--- config.mk ---
export PLATFORM = sky130hd
export DESIGN_NAME = gps_port
export DESIGN_NICKNAME = d
export VERILOG_FILES = /design/src/logic/gps_pkg.sv /design/src/logic/gps_sync2.sv /design/src/logic/gps_sense.sv /design/src/logic/gps_port.sv
export SDC_FILE = /design/constraint.sdc
export NUM_CORES = 1
export LEC_CHECK = 0
export BUFFER_PORTS_ARGS = -buffer_cell sky130_fd_sc_hd__clkbuf_2
export CAP_MARGIN = 40
export CELL_PAD_IN_SITES_DETAIL_PLACEMENT = 2
export CELL_PAD_IN_SITES_GLOBAL_PLACEMENT = 2
export CORE_MARGIN = 10
export CORE_UTILIZATION = 41
export DETAILED_ROUTE_END_ITERATION = 10
export GPL_TIMING_DRIVEN = 0
export PLACE_DENSITY_LB_ADDON = 0.08
export SETUP_SLACK_MARGIN = 0.1
export SYNTH_ARGS = -nofsm -noshare
export SYNTH_HDL_FRONTEND = slang
export SYNTH_HIERARCHICAL = 1
export SYNTH_SLANG_ARGS = --single-unit
--- constraint.sdc ---
create_clock -name mclk -period 10.29 [get_ports mclk]
set_clock_uncertainty 0.15 [all_clocks]
set_input_delay 3.087 -clock mclk [delete_from_list [all_inputs] [get_ports mclk]]
set_output_delay 3.087 -clock mclk [all_outputs]
set_load 0.005 [all_outputs]
--- src/logic/gps_pkg.sv ---
package gps_pkg;

    localparam int GPS_PINS  = 8;
    localparam int AW        = 5;
    localparam int DW        = 8;
    localparam int PIN_IDX_W = 3;
    localparam int RMW_OP_W  = 2;

    // Register map, byte offsets on the plain register port
    localparam logic [AW-1:0] ADDR_DIR     = 5'h00;
    localparam logic [AW-1:0] ADDR_DIRSET  = 5'h01;
    localparam logic [AW-1:0] ADDR_DIRCLR  = 5'h02;
    localparam logic [AW-1:0] ADDR_DIRTGL  = 5'h03;
    localparam logic [AW-1:0] ADDR_OUT     = 5'h04;
    localparam logic [AW-1:0] ADDR_OUTSET  = 5'h05;
    localparam logic [AW-1:0] ADDR_OUTCLR  = 5'h06;
    localparam logic [AW-1:0] ADDR_OUTTGL  = 5'h07;
    localparam logic [AW-1:0] ADDR_IN      = 5'h08;
    localparam logic [AW-1:0] ADDR_MASK0   = 5'h09;
    localparam logic [AW-1:0] ADDR_MASK1   = 5'h0A;
    localparam logic [AW-1:0] ADDR_FLAGS   = 5'h0B;
    localparam logic [AW-1:0] ADDR_MULTI   = 5'h0C;
    localparam logic [AW-1:0] ADDR_REMAP   = 5'h0D;
    localparam logic [AW-1:0] ADDR_CLKOUT  = 5'h0E;
    localparam logic [AW-1:0] ADDR_EVOUT   = 5'h0F;
    localparam logic [AW-1:0] ADDR_PINCFG0 = 5'h10;

    localparam logic [DW-1:0] RST_BYTE = 8'h00;

    // Pin configuration byte
    localparam int CFG_SENSE_LSB = 0;
    localparam int CFG_SENSE_W   = 2;
    localparam int CFG_DRV_LSB   = 2;
    localparam int CFG_DRV_W     = 3;
    localparam int CFG_INV_BIT   = 6;

    // Clock and event output bytes
    localparam int CLK_SRC_LSB = 0;
    localparam int CLK_SRC_W   = 2;
    localparam int CLK_PIN_LSB = 2;
    localparam int EV_EN_BIT   = 0;
    localparam int EV_PIN_LSB  = 1;
    localparam int EV_CH_LSB   = 4;

    // Remap byte and the pins each function moves
    localparam int REMAP_W        = 3;
    localparam int REMAP_TC_BIT   = 0;
    localparam int REMAP_USART_BIT = 1;
    localparam int REMAP_SPI_BIT  = 2;
    localparam logic [PIN_IDX_W-1:0] REMAP_NIBBLE   = 3'h4;
    localparam logic [PIN_IDX_W-1:0] REMAP_PAIR     = 3'h1;
    localparam logic [PIN_IDX_W-1:0] USART_PIN_SEL  = 3'h2;
    localparam logic [PIN_IDX_W-1:0] SPI_PIN_MASK   = 3'h6;
    localparam logic [PIN_IDX_W-1:0] SPI_PIN_BASE   = 3'h4;

    typedef enum logic [1:0] {
        GPS_SENSE_BOTH = 2'b00,
        GPS_SENSE_RISE = 2'b01,
        GPS_SENSE_FALL = 2'b10,
        GPS_SENSE_LOW  = 2'b11
    } gps_sense_type;

    typedef enum logic [2:0] {
        GPS_DRV_TOTEM   = 3'b000,
        GPS_DRV_KEEPER  = 3'b001,
        GPS_DRV_PULLDN  = 3'b010,
        GPS_DRV_PULLUP  = 3'b011,
        GPS_DRV_WOR     = 3'b100,
        GPS_DRV_WAND    = 3'b101,
        GPS_DRV_WOR_PD  = 3'b110,
        GPS_DRV_WAND_PU = 3'b111
    } gps_drive_type;

    typedef enum logic [1:0] {
        GPS_CLK_OFF = 2'b00,
        GPS_CLK_PER = 2'b01,
        GPS_CLK_RTC = 2'b10
    } gps_clksrc_type;

    typedef enum logic [1:0] {
        GPS_RMW_WRITE = 2'b00,
        GPS_RMW_SET   = 2'b01,
        GPS_RMW_CLR   = 2'b10,
        GPS_RMW_TGL   = 2'b11
    } gps_rmw_type;

    function automatic logic gps_sense_hit(input gps_sense_type mode, input logic now, input logic last);
        unique case (mode)
            GPS_SENSE_BOTH: return now ^ last;
            GPS_SENSE_RISE: return now & ~last;
            GPS_SENSE_FALL: return ~now & last;
            GPS_SENSE_LOW:  return ~now;
        endcase
    endfunction

    function automatic logic gps_is_pincfg(input logic [AW-1:0] a);
        return a[AW-1:PIN_IDX_W] == ADDR_PINCFG0[AW-1:PIN_IDX_W];
    endfunction

    function automatic logic [DW-1:0] gps_rmw(input logic [DW-1:0] cur, input logic [DW-1:0] wd,
                                              input logic [AW-1:0] a);
        unique case (gps_rmw_type'(a[RMW_OP_W-1:0]))
            GPS_RMW_WRITE: return wd;
            GPS_RMW_SET:   return cur | wd;
            GPS_RMW_CLR:   return cur & ~wd;
            GPS_RMW_TGL:   return cur ^ wd;
        endcase
    endfunction

    // Which default-location alternate function lands on this pin
    function automatic logic [PIN_IDX_W-1:0] gps_remap_src(input logic [PIN_IDX_W-1:0] pin,
                                                          input logic [REMAP_W-1:0] rm);
        logic [PIN_IDX_W-1:0] s;
        s = pin;
        if (rm[REMAP_TC_BIT]) s = pin ^ REMAP_NIBBLE;
        if (rm[REMAP_USART_BIT] && (pin & USART_PIN_SEL) != '0) s = pin ^ REMAP_NIBBLE;
        if (rm[REMAP_SPI_BIT] && (pin & SPI_PIN_MASK) == SPI_PIN_BASE) s = pin ^ REMAP_PAIR;
        return s;
    endfunction

endpackage

--- src/logic/gps_sync2.sv ---
`timescale 1ns/1ps
module gps_sync2
    import gps_pkg::*;
(
    input  wire logic                mclk,
    input  wire logic                rst_n,
    input  wire logic [GPS_PINS-1:0] d,
    output logic      [GPS_PINS-1:0] q
);
    logic [GPS_PINS-1:0] meta;

    always_ff @(posedge mclk or negedge rst_n) begin
        if (!rst_n) begin
            meta <= '0;
            q    <= '0;
        end else begin
            meta <= d;
            q    <= meta;
        end
    end
endmodule

--- src/logic/gps_sense.sv ---
`timescale 1ns/1ps
module gps_sense
    import gps_pkg::*;
(
    input  wire logic                  mclk,
    input  wire logic                  rst_n,
    input  wire logic                  en,
    input  wire logic [GPS_PINS-1:0]   level,
    input  wire logic [2*GPS_PINS-1:0] mode,
    output logic      [GPS_PINS-1:0]   detect
);
    logic [GPS_PINS-1:0] prev;
    logic                primed;
    logic [1:0]          warm_up;
    logic [GPS_PINS-1:0] next_detect;

    always_comb begin
        for (int k = 0; k < GPS_PINS; k++) begin
            next_detect[k] = en & primed & gps_sense_hit(gps_sense_type'(mode[2*k +: 2]), level[k], prev[k]);
        end
    end

    always_ff @(posedge mclk or negedge rst_n) begin
        if (!rst_n) begin
            prev    <= '0;
            primed  <= 1'b0;
            warm_up <= '0;
            detect  <= '0;
        end else begin
            // Hold off until both synchroniser stages carry real pin levels
            prev    <= level;
            warm_up <= {warm_up[0], 1'b1};
            primed  <= warm_up[1];
            detect <= next_detect;
        end
    end
endmodule

--- src/logic/gps_port.sv ---
`timescale 1ns/1ps
// Behaviour
// - Eight pins, 0 to 7, each configured
// - Per-pin direction, driver style and pull
// - Sense both, rising, falling or low
// - Synchronous sensing with clock, asynchronous without
// - Asynchronous change gives wake-up without clocks
// - Two port interrupts, each with pin mask
// - Set, clear, toggle locations change selected bits
// - One configuration write can hit several pins
// - Direction change leaves other pins untouched
// - Bus-keeper weakly holds last pin level
// - Inverted pin value feeds the sense logic
// - Enabled alternate function overrides pin
// - Peripheral clock, counter clock or event out
// - Serial and timer pins can be remapped
// - Selectable pulls on inputs, wired-OR/AND
module gps_port
    import gps_pkg::*;
(
    input  wire logic                mclk,
    input  wire logic                rstn,
    input  wire logic [AW-1:0]       addr,
    input  wire logic [DW-1:0]       wdata,
    input  wire logic                wr,
    input  wire logic                rd,
    output logic      [DW-1:0]       rdata,
    input  wire logic [GPS_PINS-1:0] pin_in,
    output logic      [GPS_PINS-1:0] pin_out,
    output logic      [GPS_PINS-1:0] pin_oe_n,
    output logic      [GPS_PINS-1:0] pin_pull_up,
    output logic      [GPS_PINS-1:0] pin_pull_down,
    input  wire logic [GPS_PINS-1:0] alt_en,
    input  wire logic [GPS_PINS-1:0] alt_dir,
    input  wire logic [GPS_PINS-1:0] alt_out,
    output logic      [REMAP_W-1:0]  remap_sel,
    input  wire logic                per_clk,
    input  wire logic                rtc_clk,
    input  wire logic [GPS_PINS-1:0] evt_ch,
    input  wire logic                port_clk_en,
    output logic      [GPS_PINS-1:0] pin_evt,
    output logic                     port_irq0,
    output logic                     port_irq1,
    output logic                     wake_req
);
    logic                rst_meta;
    logic                rst_n;

    logic [DW-1:0]       dir;
    logic [DW-1:0]       out;
    logic [DW-1:0]       mask0;
    logic [DW-1:0]       mask1;
    logic [DW-1:0]       flags;
    logic [DW-1:0]       multi;
    logic [REMAP_W-1:0]  remap;
    logic [DW-1:0]       clk_cfg;
    logic [DW-1:0]       ev_cfg;
    logic [DW-1:0]       pin_cfg      [GPS_PINS];
    logic [GPS_PINS-1:0] last_level;
    logic [GPS_PINS-1:0] last_sensed;

    logic [DW-1:0]       next_dir;
    logic [DW-1:0]       next_out;
    logic [DW-1:0]       next_mask0;
    logic [DW-1:0]       next_mask1;
    logic [DW-1:0]       next_flags;
    logic [DW-1:0]       next_multi;
    logic [REMAP_W-1:0]  next_remap;
    logic [DW-1:0]       next_clk_cfg;
    logic [DW-1:0]       next_ev_cfg;
    logic [DW-1:0]       next_pin_cfg [GPS_PINS];
    logic [DW-1:0]       next_rdata;
    logic                next_irq0;
    logic                next_irq1;

    logic [GPS_PINS-1:0]   pin_sync;
    logic [GPS_PINS-1:0]   inv_vec;
    logic [GPS_PINS-1:0]   sensed;
    logic [2*GPS_PINS-1:0] sense_vec;
    logic [GPS_PINS-1:0]   detect;
    logic [GPS_PINS-1:0]   async_hit;
    logic [PIN_IDX_W-1:0]  pin_idx;
    gps_clksrc_type        clk_src;
    logic [PIN_IDX_W-1:0]  clk_pin;
    logic [PIN_IDX_W-1:0]  ev_pin;
    logic [PIN_IDX_W-1:0]  ev_ch;
    logic                  ev_en;
    logic                  clk_val;

    // Reset release through two flops
    always_ff @(posedge mclk or negedge rstn) begin
        if (!rstn) begin
            rst_meta <= 1'b0;
            rst_n    <= 1'b0;
        end else begin
            rst_meta <= 1'b1;
            rst_n    <= rst_meta;
        end
    end

    gps_sync2 u_sync (
        .mclk  (mclk),
        .rst_n (rst_n),
        .d     (pin_in),
        .q     (pin_sync)
    );

    assign pin_idx = addr[PIN_IDX_W-1:0];
    assign clk_src = gps_clksrc_type'(clk_cfg[CLK_SRC_LSB +: CLK_SRC_W]);
    assign clk_pin = clk_cfg[CLK_PIN_LSB +: PIN_IDX_W];
    assign ev_en   = ev_cfg[EV_EN_BIT];
    assign ev_pin  = ev_cfg[EV_PIN_LSB +: PIN_IDX_W];
    assign ev_ch   = ev_cfg[EV_CH_LSB +: PIN_IDX_W];
    assign remap_sel = remap;

    always_comb begin
        unique case (clk_src)
            GPS_CLK_PER: clk_val = per_clk;
            GPS_CLK_RTC: clk_val = rtc_clk;
            default:     clk_val = 1'b0;
        endcase
    end

    // Sense path: inverted value, synchronous detector, asynchronous wake path
    for (genvar i = 0; i < GPS_PINS; i++) begin : g_sense
        assign inv_vec[i] = pin_cfg[i][CFG_INV_BIT];
        assign sense_vec[2*i +: 2] = pin_cfg[i][CFG_SENSE_LSB +: CFG_SENSE_W];
        assign async_hit[i] = (mask0[i] | mask1[i])
            & gps_sense_hit(gps_sense_type'(sense_vec[2*i +: 2]), pin_in[i] ^ inv_vec[i], last_sensed[i]);
    end

    assign sensed = pin_sync ^ inv_vec;

    gps_sense u_sense (
        .mclk   (mclk),
        .rst_n  (rst_n),
        .en     (port_clk_en),
        .level  (sensed),
        .mode   (sense_vec),
        .detect (detect)
    );

    assign pin_evt  = detect;
    // Combinational on purpose: with the port clock stopped nothing else may carry it
    assign wake_req = ~port_clk_en & (|async_hit);

    // Register file
    always_comb begin
        next_dir     = dir;
        next_out     = out;
        next_mask0   = mask0;
        next_mask1   = mask1;
        next_flags   = flags;
        next_multi   = multi;
        next_remap   = remap;
        next_clk_cfg = clk_cfg;
        next_ev_cfg  = ev_cfg;
        for (int k = 0; k < GPS_PINS; k++) begin
            next_pin_cfg[k] = pin_cfg[k];
        end
        if (wr) begin
            case (addr)
                ADDR_DIR, ADDR_DIRSET, ADDR_DIRCLR, ADDR_DIRTGL: next_dir = gps_rmw(dir, wdata, addr);
                ADDR_OUT, ADDR_OUTSET, ADDR_OUTCLR, ADDR_OUTTGL: next_out = gps_rmw(out, wdata, addr);
                ADDR_MASK0:  next_mask0   = wdata;
                ADDR_MASK1:  next_mask1   = wdata;
                ADDR_FLAGS:  next_flags   = flags & ~wdata;
                ADDR_MULTI:  next_multi   = wdata;
                ADDR_REMAP:  next_remap   = wdata[REMAP_W-1:0];
                ADDR_CLKOUT: next_clk_cfg = wdata;
                ADDR_EVOUT:  next_ev_cfg  = wdata;
                default: begin
                    if (gps_is_pincfg(addr)) begin
                        for (int k = 0; k < GPS_PINS; k++) begin
                            if (PIN_IDX_W'(k) == pin_idx || multi[k]) next_pin_cfg[k] = wdata;
                        end
                        next_multi = RST_BYTE;
                    end
                end
            endcase
        end
        next_flags = next_flags | detect;
        next_irq0  = |(flags & mask0);
        next_irq1  = |(flags & mask1);
        next_rdata = RST_BYTE;
        if (rd) begin
            case (addr)
                ADDR_DIR, ADDR_DIRSET, ADDR_DIRCLR, ADDR_DIRTGL: next_rdata = dir;
                ADDR_OUT, ADDR_OUTSET, ADDR_OUTCLR, ADDR_OUTTGL: next_rdata = out;
                ADDR_IN:     next_rdata = sensed;
                ADDR_MASK0:  next_rdata = mask0;
                ADDR_MASK1:  next_rdata = mask1;
                ADDR_FLAGS:  next_rdata = flags;
                ADDR_MULTI:  next_rdata = multi;
                ADDR_REMAP:  next_rdata = {{(DW-REMAP_W){1'b0}}, remap};
                ADDR_CLKOUT: next_rdata = clk_cfg;
                ADDR_EVOUT:  next_rdata = ev_cfg;
                default: begin
                    if (gps_is_pincfg(addr)) next_rdata = pin_cfg[pin_idx];
                end
            endcase
        end
    end

    always_ff @(posedge mclk or negedge rst_n) begin
        if (!rst_n) begin
            dir         <= RST_BYTE;
            out         <= RST_BYTE;
            mask0       <= RST_BYTE;
            mask1       <= RST_BYTE;
            flags       <= RST_BYTE;
            multi       <= RST_BYTE;
            remap       <= '0;
            clk_cfg     <= RST_BYTE;
            ev_cfg      <= RST_BYTE;
            rdata       <= RST_BYTE;
            port_irq0   <= 1'b0;
            port_irq1   <= 1'b0;
            last_level  <= '0;
            last_sensed <= '0;
            for (int k = 0; k < GPS_PINS; k++) begin
                pin_cfg[k] <= RST_BYTE;
            end
        end else begin
            dir         <= next_dir;
            out         <= next_out;
            mask0       <= next_mask0;
            mask1       <= next_mask1;
            flags       <= next_flags;
            multi       <= next_multi;
            remap       <= next_remap;
            clk_cfg     <= next_clk_cfg;
            ev_cfg      <= next_ev_cfg;
            rdata       <= next_rdata;
            port_irq0   <= next_irq0;
            port_irq1   <= next_irq1;
            last_level  <= pin_sync;
            last_sensed <= sensed;
            for (int k = 0; k < GPS_PINS; k++) begin
                pin_cfg[k] <= next_pin_cfg[k];
            end
        end
    end

    // Pin drivers
    for (genvar i = 0; i < GPS_PINS; i++) begin : g_pin
        logic [PIN_IDX_W-1:0] src;
        gps_drive_type        drv;
        logic                 dir_i;
        logic                 val_i;
        logic                 drive_i;

        assign src = gps_remap_src(PIN_IDX_W'(i), remap);
        assign drv = gps_drive_type'(pin_cfg[i][CFG_DRV_LSB +: CFG_DRV_W]);

        always_comb begin
            dir_i = dir[i];
            val_i = out[i];
            if (alt_en[src]) begin
                dir_i = alt_dir[src];
                val_i = alt_out[src];
            end
            if (clk_src != GPS_CLK_OFF && clk_pin == PIN_IDX_W'(i)) begin
                dir_i = 1'b1;
                val_i = clk_val;
            end
            if (ev_en && ev_pin == PIN_IDX_W'(i)) begin
                dir_i = 1'b1;
                val_i = evt_ch[ev_ch];
            end
            val_i = val_i ^ inv_vec[i];
            unique case (drv)
                GPS_DRV_WOR, GPS_DRV_WOR_PD:   drive_i = dir_i & val_i;
                GPS_DRV_WAND, GPS_DRV_WAND_PU: drive_i = dir_i & ~val_i;
                default:                       drive_i = dir_i;
            endcase
        end

        assign pin_out[i]       = val_i;
        assign pin_oe_n[i]      = ~drive_i;
        assign pin_pull_up[i]   = ~drive_i & (drv == GPS_DRV_PULLUP || drv == GPS_DRV_WAND_PU
                                              || (drv == GPS_DRV_KEEPER && last_level[i]));
        assign pin_pull_down[i] = ~drive_i & (drv == GPS_DRV_PULLDN || drv == GPS_DRV_WOR_PD
                                              || (drv == GPS_DRV_KEEPER && !last_level[i]));
    end
endmodule

# ---- Word-level counts from Yosys, hierarchy flattened
# Cells that the tools add are included.
dict set report totals {
  latch_bits 0
  romBits 0
  mem_bits_rw 0
  out_inout_bits 54
  inputBits 60
  memories 0
  reg_bits 186
  elab_cells 622
}
dict set report classes {
  n_mux 149
  multipliers 0
  n_eq_ne 122
  add_sub_neg 0
  n_reduce_logical 134
  bitwise 178
  shift 0
  div_mod_pow 0
  n_lt_le_gt_ge 10
}
# cell count
set ops {}
lappend ops {{equality test 3 bit (second input constant)} 40}
lappend ops {{bitwise AND 1 bit} 82}
lappend ops {{case mux 8 bit (10 select lines)} 1}
lappend ops {{binary-select mux 1 bit (select 3 bit)} 25}
lappend ops {{two-way mux 1 bit} 73}
lappend ops {{case mux 1 bit (4 select lines)} 16}
lappend ops {{case mux 8 bit (4 select lines)} 2}
lappend ops {{equality test 3 x 2 -> 1 bit (second input constant)} 20}
lappend ops {{two-way mux 8 bit} 7}
lappend ops {{NOT 1 bit} 43}
lappend ops {{two-way mux 3 bit} 14}
lappend ops {{bitwise AND 8 bit} 5}
lappend ops {{equality test 2 bit (second input constant)} 20}
lappend ops {{equality test 5 x 4 -> 1 bit (second input constant)} 8}
lappend ops {{logical OR 1 bit} 40}
lappend ops {{less-than comparator 3 x 4 -> 1 bit (second input constant)} 9}
lappend ops {{logical AND 1 bit} 32}
lappend ops {{AND reduction 4 bit} 8}
lappend ops {{OR reduction 2 bit} 16}
lappend ops {{bitwise XOR 1 bit} 32}
lappend ops {{equality test 3 x 1 -> 1 bit (second input constant)} 10}
lappend ops {{binary-select mux 8 bit (select 3 bit)} 1}
lappend ops {{OR 8 bit} 3}
lappend ops {{OR reduction 8 bit} 3}
lappend ops {{other kinds (24)} 83}

# ---- Depth between registers and ports, before layout
dict set report logic_depth {
  ltp_word 13
  mapped_depth 9
  ltp_nobuf 8
}

# ---- Modules after synthesis
# The synthesis kept the hierarchy.
# mod n_inst area_per_inst_um2 seq_area_each_um2 cells_per_inst
set by_module_without_submodules {}
lappend by_module_without_submodules {gps_port 1 10476.3 3978.8 1163}
lappend by_module_without_submodules {gps_sense 1 1003.5 475.5 77}
lappend by_module_without_submodules {gps_sync2 1 400.4 400.4 16}

# ---- Worst setup path before layout
# No wires, ideal clock.
dict set report synth_timing {
  path_kind {input to output}
  from {input port evt_ch[3]}
  to {output port pin_oe_n[2]}
  cell_stages 6
  path_slack_ns 2.516
  n_path_buf 0
  arrival_ns 4.537
  required_time_ns 7.053
  path_cell_list {mux4_2 -> mux2_4 -> nand2_1 -> a21bo_2 -> xnor3_1 -> a21o_1}
}
dict set report synth_between {
  elab_chain_len 8
  elab_cells_between_ends 9
  classes_between {4 x mux; 5 x bitwise}
}
# item line
set synth_lines {}
lappend synth_lines {{start, declared} gps_port.sv:39} ;# input wire logic [GPS_PINS-1:0] evt_ch,
lappend synth_lines {{binary-select mux 1 bit (select 3 bit) *} gps_port.sv:269} ;# val_i = evt_ch[ev_ch];
lappend synth_lines {{two-way mux 1 bit (not written as such) *} gps_port.sv:269}
lappend synth_lines {{two-way mux 1 bit *} gps_port.sv:267} ;# if (ev_en && ev_pin == PIN_IDX_W'(i)) begin
lappend synth_lines {{bitwise XOR 1 bit *} gps_port.sv:271} ;# val_i = val_i ^ inv_vec[i];
lappend synth_lines {{NOT 1 bit} gps_port.sv:274} ;# GPS_DRV_WAND, GPS_DRV_WAND_PU: drive_i = dir_i & ~val_i;
lappend synth_lines {{bitwise AND 1 bit} gps_port.sv:274}
lappend synth_lines {{case mux 1 bit (2 select lines) *} gps_port.sv:272} ;# unique case (drv)
lappend synth_lines {{NOT 1 bit *} gps_port.sv:280} ;# assign pin_oe_n[i] = ~drive_i;
lappend synth_lines {{end, declared} gps_port.sv:30} ;# output logic [GPS_PINS-1:0] pin_oe_n,
# Mark *: on every way between the ends. The rest lies on a longest branch, timed or not. The select of a mux whose other input is x is not followed.

# ---- Worst setup path in the final report
dict set report layout_timing {
  from {input port per_clk}
  to {output port pin_pull_down[4]}
}
dict set report layout_between {
  elab_chain_len 9
  elab_cells_between_ends 10
  classes_between {4 x mux; 6 x bitwise}
}
# item line
set layout_lines {}
lappend layout_lines {{start, declared} gps_port.sv:37} ;# input wire logic per_clk,
lappend layout_lines {{case mux 1 bit (2 select lines) *} gps_port.sv:117} ;# unique case (clk_src)
lappend layout_lines {{two-way mux 1 bit *} gps_port.sv:263} ;# if (clk_src != GPS_CLK_OFF && clk_pin == PIN_IDX_W'(i)) begin
lappend layout_lines {{two-way mux 1 bit *} gps_port.sv:267}
lappend layout_lines {{bitwise XOR 1 bit *} gps_port.sv:271}
lappend layout_lines {{named net g_pin[4].val_i} gps_port.sv:250} ;# logic val_i;
lappend layout_lines {{NOT 1 bit} gps_port.sv:274}
lappend layout_lines {{bitwise AND 1 bit} gps_port.sv:274}
lappend layout_lines {{case mux 1 bit (2 select lines) *} gps_port.sv:272}
lappend layout_lines {{NOT 1 bit *} gps_port.sv:283} ;# assign pin_pull_down[i] = ~drive_i & (drv == GPS_DRV_PULLDN || drv == GPS_DRV_WOR_PD
lappend layout_lines {{bitwise AND 1 bit *} gps_port.sv:283}
lappend layout_lines {{end, declared} gps_port.sv:32} ;# output logic [GPS_PINS-1:0] pin_pull_down,
# The timed path passes the listed nets; every way through them passes the cells marked *.

==> results.ini <==
[setup_path]
crit_required_ns = 7.05
crit_path_frequent_cell = clkbuf_2
crit_path_end = pin_pull_down[4]
critPathMaxFanout = 7
reg2reg_from = inv_vec[5]
ff2ff_path_depth = 7
start_kind = input pin
crit_start = per_clk
r2r_slack_ns = 7.28
critPathMaxStageDelay_ns = 0.40
path_cells = clkbuf_2 > a22o_1 > nand2_1 > a2bb2oi_1 > a21oi_2 > xnor2_1 > o32ai_1 > clkbuf_2
cp-end-kind = output pin
worstSetupPathType = in -> out
crit_slowest_cell = a21oi_2
reg2reg_to = u_sense/detect[5]
worstPathArrival_ns = 5.31

[floorplan]
initial_core_util_pct = 41.5
fp-row-count = 62
die-area_sq_um = 36200
pin_count = 114
die-height_um = 190
die_w_um = 190
core-area_sq_um = 28600

[synthesis]
synth_area_sq_um = 11900
yosys.area.top_type = dfrtp_1
seq_area_frac_synth_pct = 40.9
synthTopCellsByCount = dfrtp_1 (194), nand2_1 (174), o21ai_0 (138)
synth.area.top_cells = dfrtp_1 (41%), ha_1 (7.1%), o21ai_0 (5.8%), nand2_1 (5.5%), mux4_2 (5.3%)
avgSynthCellArea_sq_um = 9.46
yosys.cell_count.top_type = dfrtp_1
yosysUniqueCellTypes = 82
ys.warnings.count = 6
synth_ff_type = dfrtp_1
async_flop_share_pct = 100
synth.net_count = 1383
synth.top_cell.area_share_pct = 40.9
synth_edf_count = 0
synth_seq_cells = 194
synthCells = 1256

[timing]
slew_viol_final = 0
timing.setup.tns_ns = 0
fin_crit_sh_pct = 83.1
max_freq_ghz = 0.117
maxSlewHeadroom_pct = 37.5
hold_viol = 0
rsz0062_at_grt = no
worst_slew_pin_slew_ns = 0.935
min_period_ns = 8.55
setup_viol = 0

[routing]
wl_per_cell_um = 29.1
dr.pass1.iters = 5
vias_per_cell = 6.12
drt_wl_total_um = 52200
drtIter0Drc = 929
drtAntennaViolNets = 0
drc = 0
routed-via-count = 11000

[layout]
area_delta_synth_final_pct = 14.8
n_antenna_cell = 0
fin_nets = 1522
drive_above_1_share_pct = 17.4
regMostFlops = pin_cfg
fillers = 3113
finalNonFillerCells = 1792
largest_reg_flops = 32

[global_routing]
grt_pass1_wl_um = 79000
grt_max_degree = 66
grt_pass1_vias = 12100
antenna_found_initial = 2
grt.total_usage_pct = 29.1
overflow = 0

[clock_tree]
cts_max_level = 4
clk_path_buf_depth = 2
cts_sinks = 194
clkLatencyLatePin_ns = 0.45
cts_root_buf = clkbuf_16
path_clk_slew_ns = 0.08
hold_buffers = 0
ctsResizeCount = 0
cts_setup_buffers = 0
numCtsBuffers = 17
cts_tree = done

[placement]
gp_congestion = 0.899
hpwl_um = 40500
portBuffers = 109
dp.cells = 1760

[run]
drv_cap = 0

[power_and_ir_drop]
worst_ir_drop_vdd_uv = 124
power_density_nw_per_um2 = 211
leakage_nw = 6.29

[min_path]
worst_hold_path_type = reg -> async

[status]
status = completed

[layer usage]
metal  routed length, um  share of wire (%)  track usage [%]
met1               21900                 42             37.3
met2               24600                 47             47.0
met3                3790                7.3             6.62
met4                1940                3.7             11.0
met5                   0                  0                0
[metrics by stage]
| step | util [%] | hold slack (ns) | setup slack, ns | instance area [sq um] | power, mW |
|---|---|---|---|---|---|
| after CTS | 47.7 | 0.192 | 1.77 | 13600 | 2.87 |
| after detailed placement | 45.7 | 0.185 | 1.78 | 13100 | 2.18 |
| after floorplan | - | 0.181 | 2.52 | 11900 | 1.71 |
| after global routing | 47.7 | 0.205 | 1.66 | 13600 | 3.04 |
| final | 47.7 | 0.167 | 1.74 | 13600 | 2.88 |
| after global placement | 45.1 | 0.181 | 1.75 | 12900 | 2.10 |
[cells by family after synthesis]
| family | count (synthesis) | share of synthesized area, % |
|---|---|---|
| and+or+nand+nor | 357 | 14.7 |
| AOI/OAI and AO/OA | 353 | 18.4 |
| DFF | 194 | 40.9 |
| buffers and inverters | 173 | 5.99 |
| muxes | 78 | 9.82 |
| adders and majority gates | 67 | 7.06 |
| xor gates and xnor gates | 32 | 3.05 |
| other | 2 | 0.0632 |
[power breakdown]
part / internal (mW) / switching, mW
combinational: 0.446 / 0.595
clock: 0.347 / 0.336
sequential: 0.911 / 0.245
total: 1.70 / 1.18
[cell type report]
cell class                      count  area [sq um]  share of cell area (%)
Buffer                             79           359                    2.63
Tap cell                          384           480                    3.52
Sequential cell                   194          4860                    35.6
Clock inverter                     12           121                   0.889
Inverter                           94           353                    2.59
Timing Repair Buffer              120           712                    5.22
Multi-Input combinational cell    889          6310                    46.3
Clock buffer                       20           447                    3.27
[cells in the final DEF, fill, tap and decap left out, drive strengths merged, types with 6 or more instances in the layout]
master and count:
a211oi 29, a21o 15, a21oi 64, a22oi 25, and3 8, buf 46
clkbuf 173, dfrtp 194, ha 67, inv 101, mux2 15, mux2i 35
mux4 28, nand2 174, nand2b 8, nand3 22, nand4 8, nor2 55
nor2b 22, nor3 11, nor4 10, o21a 8, o21ai 152, o22ai 10
o31ai 6, xnor2 6, xnor3 6, xor2 20
[worst min path at each step]
stage	start	to	cells after the start
global route	rst_n	u_sense/prev[7]	0
CTS	rst_n	u_sense/prev[7]	0
finish	rst_n	u_sense/prev[7]	0
detailed placement	rst_n	u_sense/prev[7]	0
global placement	u_sense/warm_up[0]	u_sense/warm_up[1]	0
floorplan	rst_meta	rst_n	0
[critical path: cells and delay by family]
family / cells / cell delay (ns)
AOI/OAI and AO/OA: 4 / 1.36
xor gates and xnor gates: 1 / 0.15
buffers and inverters: 2 / 0.32
and+or+nand+nor: 1 / 0.39
Power figures use the tool's default switching activity.
